<file path="src/rtl/ncopb_defines.vh">
// Register offsets, reset values and field positions for the channel B oscillator
// preset bank and the start-up state register. Included by the bank modules.
`ifndef NCOPB_DEFINES_VH
`define NCOPB_DEFINES_VH

`define NCOPB_ADDR_W          12
`define NCOPB_FREQ_P1_OFS     12'h248
`define NCOPB_PHASE_P1_OFS    12'h24c
`define NCOPB_FREQ_P2_OFS     12'h250
`define NCOPB_PHASE_P2_OFS    12'h254
`define NCOPB_FREQ_P3_OFS     12'h258
`define NCOPB_PHASE_P3_OFS    12'h25c
`define NCOPB_PHASE_P0_OFS    12'h244
`define NCOPB_STARTUP_OFS     12'h270
`define NCOPB_PRESET_STRIDE   12'h008
`define NCOPB_PHASE_DELTA     12'h004
`define NCOPB_FREQ_RESET      32'hc0000000
`define NCOPB_PHASE_RESET     16'h0000
`define NCOPB_INIT_DONE_BIT   0
`define NCOPB_INIT_CYCLES     16'h0010

`endif

</file>
<file path="src/rtl/ncopb_init_seq.v">
// Start-up sequencer: counts a fixed number of clocks after reset and then
// raises the done flag. Assumes ref_clk runs and srst is synchronous.
`timescale 1ns/1ns
`include "ncopb_defines.vh"

module ncopb_init_seq #(
  parameter [15:0] INIT_CYCLES = `NCOPB_INIT_CYCLES
) (
  input  wire ref_clk,  // Register clock
  input  wire srst,     // Synchronous reset, active high
  output reg  done_reg  // Initialization finished
);
  reg [15:0] count_reg;

  always @(posedge ref_clk) begin
    if (srst) begin
      count_reg <= 16'h0000;
      done_reg  <= 1'b0;
    end else if (!done_reg) begin
      if (count_reg == INIT_CYCLES - 16'h0001) begin
        done_reg <= 1'b1;
      end
      count_reg <= count_reg + 16'h0001;
    end
  end
endmodule // ncopb_init_seq

</file>
<file path="src/rtl/ncopb_bank.v">
// Channel B oscillator preset register bank with start-up state register.
// Assumes the serial configuration port front end presents one-cycle read and
// write strobes with an address on ref_clk; preset selection comes from outside.
`timescale 1ns/1ns
`include "ncopb_defines.vh"

module ncopb_bank #(
  parameter [15:0] INIT_CYCLES = `NCOPB_INIT_CYCLES
) (
  input  wire        ref_clk,        // Register clock, 25 MHz
  input  wire        srst,           // Synchronous reset, active high
  input  wire [11:0] reg_addr,       // Register byte address
  input  wire        reg_wr,         // Write strobe, one cycle
  input  wire        reg_rd,         // Read strobe, one cycle
  input  wire [31:0] reg_wdata,      // Write data
  input  wire [1:0]  preset_sel,     // Active preset from selection logic
  input  wire        single_ch_mode, // Interleaved single-channel mode
  input  wire [31:0] cha_freq,       // Channel A selected frequency word
  input  wire [15:0] cha_phase,      // Channel A selected phase word
  output reg  [31:0] reg_rdata_reg,  // Read data, valid with reg_rvalid_reg
  output reg         reg_rvalid_reg, // Read answer strobe
  output reg  [31:0] chb_freq_reg,   // Frequency word to channel B oscillator
  output reg  [15:0] chb_phase_reg,  // Phase word to channel B oscillator
  output reg         init_done_reg   // Initialization finished
);
  reg  [31:0] chb_freq_preset1;
  reg  [31:0] chb_freq_preset2;
  reg  [31:0] chb_freq_preset3;
  reg  [15:0] chb_phase_preset0;
  reg  [15:0] chb_phase_preset1;
  reg  [15:0] chb_phase_preset2;
  reg  [15:0] chb_phase_preset3;
  reg  [31:0] rdata_next;
  reg  [31:0] sel_freq;
  reg  [15:0] sel_phase;
  wire        seq_done;
  wire [11:0] rel_addr;
  wire [2:0]  freq_dec;
  wire [3:0]  phase_dec;
  wire        status_dec;

  ncopb_init_seq #(
    .INIT_CYCLES (INIT_CYCLES)
  ) u_init_seq (
    .ref_clk  (ref_clk),
    .srst     (srst),
    .done_reg (seq_done)
  );

  // Preset index of a frequency word; preset 0's frequency word lies outside this bank
  function [2:0] freq_hit;
    input [11:0] a;
    begin
      if (a == `NCOPB_FREQ_P1_OFS) begin
        freq_hit = 3'b001;
      end else if (a == `NCOPB_FREQ_P2_OFS) begin
        freq_hit = 3'b010;
      end else if (a == `NCOPB_FREQ_P3_OFS) begin
        freq_hit = 3'b100;
      end else begin
        freq_hit = 3'b000;
      end
    end
  endfunction

  // Phase words are 16 bits wide; the upper half of the read word is zero
  function [31:0] phase_word;
    input [15:0] p;
    begin
      phase_word = {16'h0000, p};
    end
  endfunction

  // Phase word sits one word after the frequency word of its preset
  assign rel_addr = reg_addr - `NCOPB_PHASE_DELTA;

  // One-hot selects shared by the write and read paths, so both always decode alike
  assign freq_dec   = freq_hit(reg_addr);
  assign phase_dec  = {freq_hit(rel_addr), reg_addr == `NCOPB_PHASE_P0_OFS};
  assign status_dec = (reg_addr == `NCOPB_STARTUP_OFS);

  // One flop group per register; the start-up state register has no write path
  always @(posedge ref_clk) begin
    if (srst) begin
      chb_freq_preset1 <= `NCOPB_FREQ_RESET;
    end else if (reg_wr && freq_dec[0]) begin
      chb_freq_preset1 <= reg_wdata;
    end
  end

  always @(posedge ref_clk) begin
    if (srst) begin
      chb_freq_preset2 <= `NCOPB_FREQ_RESET;
    end else if (reg_wr && freq_dec[1]) begin
      chb_freq_preset2 <= reg_wdata;
    end
  end

  always @(posedge ref_clk) begin
    if (srst) begin
      chb_freq_preset3 <= `NCOPB_FREQ_RESET;
    end else if (reg_wr && freq_dec[2]) begin
      chb_freq_preset3 <= reg_wdata;
    end
  end

  always @(posedge ref_clk) begin
    if (srst) begin
      chb_phase_preset0 <= `NCOPB_PHASE_RESET;
    end else if (reg_wr && phase_dec[0]) begin
      chb_phase_preset0 <= reg_wdata[15:0];
    end
  end

  always @(posedge ref_clk) begin
    if (srst) begin
      chb_phase_preset1 <= `NCOPB_PHASE_RESET;
    end else if (reg_wr && phase_dec[1]) begin
      chb_phase_preset1 <= reg_wdata[15:0];
    end
  end

  always @(posedge ref_clk) begin
    if (srst) begin
      chb_phase_preset2 <= `NCOPB_PHASE_RESET;
    end else if (reg_wr && phase_dec[2]) begin
      chb_phase_preset2 <= reg_wdata[15:0];
    end
  end

  always @(posedge ref_clk) begin
    if (srst) begin
      chb_phase_preset3 <= `NCOPB_PHASE_RESET;
    end else if (reg_wr && phase_dec[3]) begin
      chb_phase_preset3 <= reg_wdata[15:0];
    end
  end

  always @* begin
    rdata_next = 32'h00000000;
    if (freq_dec[0]) begin
      rdata_next = chb_freq_preset1;
    end else if (freq_dec[1]) begin
      rdata_next = chb_freq_preset2;
    end else if (freq_dec[2]) begin
      rdata_next = chb_freq_preset3;
    end else if (phase_dec[0]) begin
      rdata_next = phase_word(chb_phase_preset0);
    end else if (phase_dec[1]) begin
      rdata_next = phase_word(chb_phase_preset1);
    end else if (phase_dec[2]) begin
      rdata_next = phase_word(chb_phase_preset2);
    end else if (phase_dec[3]) begin
      rdata_next = phase_word(chb_phase_preset3);
    end else if (status_dec) begin
      // Reserved upper bits read as zero
      rdata_next[`NCOPB_INIT_DONE_BIT] = seq_done;
    end
  end

  // Preset 0 frequency lives in another bank; forward the reset word for it
  always @* begin
    case (preset_sel)
      2'd0: begin
        sel_freq  = `NCOPB_FREQ_RESET;
        sel_phase = chb_phase_preset0;
      end
      2'd1: begin
        sel_freq  = chb_freq_preset1;
        sel_phase = chb_phase_preset1;
      end
      2'd2: begin
        sel_freq  = chb_freq_preset2;
        sel_phase = chb_phase_preset2;
      end
      default: begin
        sel_freq  = chb_freq_preset3;
        sel_phase = chb_phase_preset3;
      end
    endcase
  end

  // Read data holds until the next read so a slow host can still pick it up
  always @(posedge ref_clk) begin
    if (srst) begin
      reg_rdata_reg  <= 32'h00000000;
      reg_rvalid_reg <= 1'b0;
    end else begin
      reg_rvalid_reg <= reg_rd;
      if (reg_rd) begin
        reg_rdata_reg <= rdata_next;
      end
    end
  end

  // Channel B takes channel A whole in single-channel mode, with the same one-clock lag
  always @(posedge ref_clk) begin
    if (srst) begin
      chb_freq_reg  <= `NCOPB_FREQ_RESET;
      chb_phase_reg <= `NCOPB_PHASE_RESET;
    end else if (single_ch_mode) begin
      chb_freq_reg  <= cha_freq;
      chb_phase_reg <= cha_phase;
    end else begin
      chb_freq_reg  <= sel_freq;
      chb_phase_reg <= sel_phase;
    end
  end

  always @(posedge ref_clk) begin
    if (srst) begin
      init_done_reg <= 1'b0;
    end else begin
      init_done_reg <= seq_done;
    end
  end
endmodule // ncopb_bank

</file>
<file path="config.mk">
export PLATFORM = sky130hd
export DESIGN_NAME = ncopb_bank
export DESIGN_NICKNAME = d
export VERILOG_FILES = /design/src/rtl/ncopb_init_seq.v /design/src/rtl/ncopb_bank.v
export VERILOG_INCLUDE_DIRS = /design/src /design/src/rtl
export SDC_FILE = /design/constraint.sdc
export NUM_CORES = 1
export LEC_CHECK = 0
export ABC_AREA = 1
export CORE_MARGIN = 1.5
export CORE_UTILIZATION = 55
export CTS_BUF_LIST = sky130_fd_sc_hd__clkbuf_8
export CTS_CLUSTER_DIAMETER = 50
export DETAILED_ROUTE_END_ITERATION = 7
export DONT_BUFFER_PORTS = 1
export GPL_TIMING_DRIVEN = 0
export PLACE_DENSITY = 0.75
export SETUP_SLACK_MARGIN = 0.02
export SYNTH_ARGS = -nofsm -noshare
export SYNTH_HDL_FRONTEND = slang
export SYNTH_SLANG_ARGS = --single-unit
</file>
<file path="constraint.sdc">
create_clock -name ref_clk -period 2.73 [get_ports ref_clk]
set_clock_uncertainty 0.2 [all_clocks]
set_input_delay 0 -clock ref_clk [delete_from_list [all_inputs] [get_ports ref_clk]]
set_output_delay 0 -clock ref_clk [all_outputs]
set_load 0.1 [all_outputs]
</file>
=== Word level (Yosys, flattened, before mapping) ===
Cells that the tools add are included.

* Bits in registers: 259
* Bits in latches: 0
* RAM bits: 0
* ROM bits: 0
* Input bits: 99
* Output and inout bits: 82
* Logic and storage cells: 56
* Memories: 0

* $add $sub $neg: 2
* Multiply operators: 0
* Div/mod/pow operators: 0
* Order comparisons: 0
* Equality and inequality tests: 11
* Shift operators: 0
* Mux-type cells: 21
* Bitwise logic cells: 0
* Reductions and logical operators: 8

{| class="wikitable"
|+ Operator list
! operator !! number
|-
| $mux W32 || 4
|-
| $eq A12 B10 Y1 const B || 8
|-
| $pmux W32 S3 || 1
|-
| $mux W16 || 4
|-
| $pmux W16 S3 || 1
|-
| $mux W3 || 6
|-
| $add A16 B1 Y16 const B || 1
|-
| $eq A16 B4 Y1 const B || 1
|-
| $mux W15 || 1
|-
| $sub A12 B3 Y12 const B || 1
|-
| $logic_and A1 B1 Y1 || 7
|-
| $mux W1 || 4
|-
| $eq A2 B1 Y1 const B || 1
|-
| $eq A2 B2 Y1 const B || 1
|-
| $logic_not A2 Y1 || 1
|}

=== Logic depth before layout (Yosys ltp) ===
* Depth in word-level cells: 12
* Mapped depth: 16
* Depth with buffers taken out: 15

=== Cells and area by module ===
Synthesis repeated with hierarchy kept, for this count alone.

* Cell total of the unflattened synthesis: 1607
* Area, all modules: 11644.9 um^2

{| class="wikitable"
|+ Modules (own cells, without submodules)
! module !! instances !! cells an instance !! area each (um^2) !! sequential area each (um^2)
|-
| ncopb_bank || 1 || 1456 || 10649.0 || 4844.6
|-
| ncopb_init_seq || 1 || 151 || 996.0 || 340.3
|}

=== Worst setup path after synthesis ===
Ideal clock, no wire load.

* Path type: register to register
* Start point: reg u_init_seq.count_reg[0]
* End point: reg u_init_seq.count_reg[15]
* Setup time: 0.119 ns
* Arrival: 1.547 ns
* Required time: 2.411 ns
* Setup slack: 0.864 ns
* Stages on the path, launching flop included: 12
* Buffers on the path: 0
* Clock period less this slack: 1.866 ns
* Path through: dfxtp_1 -> inv_1 -> nor2_1 -> nand3_1 -> nor3_1 -> inv_1 -> nor3_1 -> nand3_1 -> nor2_1 -> nand4_1 -> o21ai_0 -> a21oi_1

* Cells in the longest elaborated chain, start to end: 1

{| class="wikitable"
|+ Ends and longest elaborated chain
! element !! line !! text
|-
| from (decl) || ncopb_init_seq.v:13 || <nowiki>reg [15:0] count_reg;</nowiki>
|-
| from (signal assigned) || ncopb_init_seq.v:23 || <nowiki>count_reg <= count_reg + 16'h0001;</nowiki>
|-
| $add A16 B1 Y16 || ncopb_init_seq.v:23 ||
|}

No other way between the ends.
A chain may end at the register's enable or synchronous reset.

=== Worst setup path after layout ===
* Start point: in reg_addr[7]
* End point: reg reg_rdata_reg[6]

* Cells in the longest elaborated chain, start to end: 12
* Elaborated cells between the ends (all ways): 21
* Those cells by class: add/sub: 1; eq/ne: 7; mux: 13

{| class="wikitable"
|+ Ends and longest elaborated chain
! element !! line !! text
|-
| from (decl) || ncopb_bank.v:12 || <nowiki>input wire [11:0] reg_addr,</nowiki>
|-
| $sub A12 B3 Y12 (no line) || - ||
|-
| $eq A12 B10 Y1 (no line) || - ||
|-
| $mux W3 || ncopb_bank.v:58 || <nowiki>end else if (a == `NCOPB_FREQ_P3_OFS) begin</nowiki>
|-
| $mux W3 || ncopb_bank.v:56 || <nowiki>end else if (a == `NCOPB_FREQ_P2_OFS) begin</nowiki>
|-
| $mux W3 || ncopb_bank.v:54 || <nowiki>if (a == `NCOPB_FREQ_P1_OFS) begin</nowiki>
|-
| $mux W15 || ncopb_bank.v:153 || <nowiki>end else if (phase_dec[3]) begin</nowiki>
|-
| $mux W16 || ncopb_bank.v:151 || <nowiki>end else if (phase_dec[2]) begin</nowiki>
|-
| $mux W16 || ncopb_bank.v:149 || <nowiki>end else if (phase_dec[1]) begin</nowiki>
|-
| $mux W16 || ncopb_bank.v:147 || <nowiki>end else if (phase_dec[0]) begin</nowiki>
|-
| $mux W32 || ncopb_bank.v:145 || <nowiki>end else if (freq_dec[2]) begin</nowiki>
|-
| $mux W32 || ncopb_bank.v:143 || <nowiki>end else if (freq_dec[1]) begin</nowiki>
|-
| $mux W32 (*) || ncopb_bank.v:141 || <nowiki>if (freq_dec[0]) begin</nowiki>
|-
| to (signal assigned) || ncopb_bank.v:191 || <nowiki>reg_rdata_reg <= rdata_next;</nowiki>
|-
| to (decl) || ncopb_bank.v:20 || <nowiki>output reg [31:0] reg_rdata_reg,</nowiki>
|}

Mark *: on every way between the ends. The rest lies on a longest branch, timed or not.

==> results.cfg <==
[outcome]
status = finished, final reports clean

[pwr]
power.density_nw_per_um2 = 603
ir_drop_uv = 540
clock_power_share_pct = 42.5
combPwrFrac_pct = 6.9
internal_power_mw = 5.99
leakagePower_nw = 5.14
seqPwrFrac_pct = 50.5
p_switching_mw = 2.39
swShare_pct = 28.5
total_power_mw = 8.38

[synthesis]
synth_nets = 1609
synth_top_cell_by_area = dfxtp_1
yosysSeqAreaShare_pct = 46.5
ys_types = 38
synthTopCellsByArea = dfxtp_1, nand2_1, o21ai_0
synthCells = 1509
synth_area_per_cell_um2 = 7.39
synth_top_area_share_pct = 46.5
netlist_area_um2 = 11200
yosysWarnings = 0
ys_ff_latch = 259

[drt]
drc_errors = 0
antenna_left = 0
routed_via_density = 6.25
drt_iter0_drc = 1581
wirelength_um = 42700
wl_per_cell_um = 21.3
num_vias = 12500
detail_route.first_pass.iterations = 7

[layout]
final_cells = 2001
regArea_um2 = 5180
multiInputGateArea_um2 = 4950
drive_gt1_share_pct = 6.69
area_growth_syn_to_layout_pct = 24.5
fillers = 1604
final_nets = 1803

[critical_path]
r2r-start = u_init_seq.count_reg[0]$_SDFFE_PP0N_
max_stage_delay_ns = 1.10
crit_fanout = 10
crit_top_cell = nand2_1
critical_path_class = in2reg
worst_r2r_path_depth = 11
critPathCapture = reg_rdata_reg[6]$_SDFFE_PP0P_
worstPathCellList = inv_1 > nand2_1 > inv_1 > nand3_1 > dlygate4sd3_1 > nor3_1 > buf_2 > nand2_1 > nand4_1 > nand2_1 > a21oi_1
r2r_end = u_init_seq.count_reg[15]$_SDFFE_PP0N_
critPathSlowestCell = nor3_1
critPathCaptureType = register
startpoint_type = input pin
cp_data_arrival_time_ns = 2.91
r2r_setup_slack_ns = 0.54
required_ns = 3.02
crit_start = reg_addr[7]

[clocking]
cts_tree = built
clk_pin_slew_ns = 0.06
cts-buffers-inserted = 43
h-tree-depth = 2
clock_latency_ns = 0.57
max-clock-path-buffers = 3
numClockSinks = 259
cts_root_buffer = clkbuf_8

[place]
port_buffers = 0
post-place-cells = 1774
globalplace.congestion = 0.952
hpwl_um = 28000

[floorplanning]
start_util_pct = 56.8
coreArea_um2 = 19700
dieWidth_um = 145
die_h_um = 145
ios = 181
design.die.area_um2 = 21200
row_count = 51

[sta]
worst_pin_slew_ns = 1.36
relSlewSlack_pct = 8.37
final-max-slew-violation-count = 0
period_needed_ns = 2.62
tns_ns = 0
max_freq_mhz = 382
hold_viol_final = 0
setup_violations = 0
grt_setup_unrepaired = no
period_share_pct = 96.0

[worst_hold_path]
hold_path.class = in2reg

[grt]
first_global_vias = 12100
antenna_found_initial = 4
grt_max_degree = 12
grt_first_pass_wirelength_um = 64900
grt_util_all_layers_pct = 39.0
globalRoute.totalOverflow = 0

[run]
drv_cap = 0
metrics by stage:
step           setup slack, ns  area (um2)  hold slack [ns]  util, %
2_1_floorplan            0.864       11200          -0.0882        -
3_3_place_gp             0.196       11500          -0.0800     58.5
3_5_place_dp             0.169       11500          -0.0685     58.5
4_1_cts                 0.0431       13900          0.00146     70.5
5_1_grt                0.00913       13900           0.0294     70.7
6_report                 0.109       13900          0.00199     70.7
cells by family after synthesis:
group / Yosys count / share of synthesized area, %
fa+ha+maj: 1 / 0.112
buf+inv: 255 / 9.25
xor+xnor: 2 / 0.157
flops: 259 / 46.5
simple gates: 494 / 18.5
compound gates: 498 / 25.5
cell usage in the layout, fill, tap and decap left out, types with 16 or more instances in the layout:
cell type      count
nor2_1           110
o21ai_0          201
nand2_1          277
clkbuf_1          71
nand4_1           20
inv_1            149
dfxtp_1          259
a41oi_1           30
a21oi_1          185
buf_2             16
clkbuf_8          60
dlygate4sd3_1    147
nand3_1           54
a211oi_1          24
o211ai_1          28
timing repair:
action                                  in CTS  in global routing
gates resized for setup                      0                  3
endpoints found under the setup margin       0                 37
buffers inserted                             0                  3
endpoints found under the hold margin      231                  0
hold buffers                               147                  0
cell type report:
class                           instances  area share, %
Sequential cell                       259           37.3
Multi-Input combinational cell        995           35.6
Timing Repair Buffer                  150           10.8
Clock buffer                           60           5.94
Inverter                              150           4.05
Buffer                                104           3.34
Tap cell                              265           2.39
Clock inverter                         15          0.522
Antenna cell                            3         0.0540
synth_stat cells, drive strengths merged:
cell type / count
nand2: 279
dfxtp: 259
o21ai: 202
a21oi: 185
inv: 150
nor2: 115
clkbuf: 72
nand3: 54
buf: 33
a41oi: 30
o211ai: 28
a211oi: 24
nand4: 20
nor3: 17
o311ai: 16
a221oi: 11
nor4: 5
and2: 1
and3: 1
ha: 1
nor3b: 1
o21a: 1
o31ai: 1
or3: 1
xnor2: 1
xor2: 1
worst max-delay path: cells and delay by family:
kind | cells | cell delay [ns]
AOI/OAI and AO/OA | 1 | 0.12
buffers and inverters | 4 | 1.22
and+or+nand+nor | 6 | 1.56
power by group through the flow:
stage | clock network (mW) | registers [mW] | logic, mW
after floorplan | 0 | 4.31 | 0.241
after global placement | 0 | 4.32 | 0.377
after detailed placement | 0 | 4.32 | 0.381
after CTS | 3.53 | 4.23 | 0.546
after global routing | 3.72 | 4.24 | 0.611
final | 3.57 | 4.24 | 0.582
layer usage:
metal | track usage, % | vias to the layer above | share of wire [%]
li1 | - | 5529 | -
met1 | 46.9 | 5811 | 36
met2 | 60.9 | 982 | 44
met3 | 10.8 | 192 | 13
met4 | 26.7 | 0 | 6.7
met5 | 0 | - | 0
how the worst min path moves through the flow:
| stage | start | endpoint | depth (start not counted) |
|---|---|---|---|
| floorplan | single_ch_mode | chb_freq_reg[31]$_SDFF_PP1_ | 1 |
| global placement | single_ch_mode | chb_freq_reg[31]$_SDFF_PP1_ | 1 |
| detailed placement | single_ch_mode | chb_freq_reg[31]$_SDFF_PP1_ | 1 |
| CTS | reg_wdata[27] | chb_freq_preset1[27]$_SDFFE_PP0P_ | 3 |
| global route | reg_wdata[18] | chb_freq_preset3[18]$_SDFFE_PP0P_ | 3 |
| finish | cha_phase[0] | chb_phase_reg[0]$_SDFF_PP0_ | 3 |
Power figures use the tool's default switching activity.
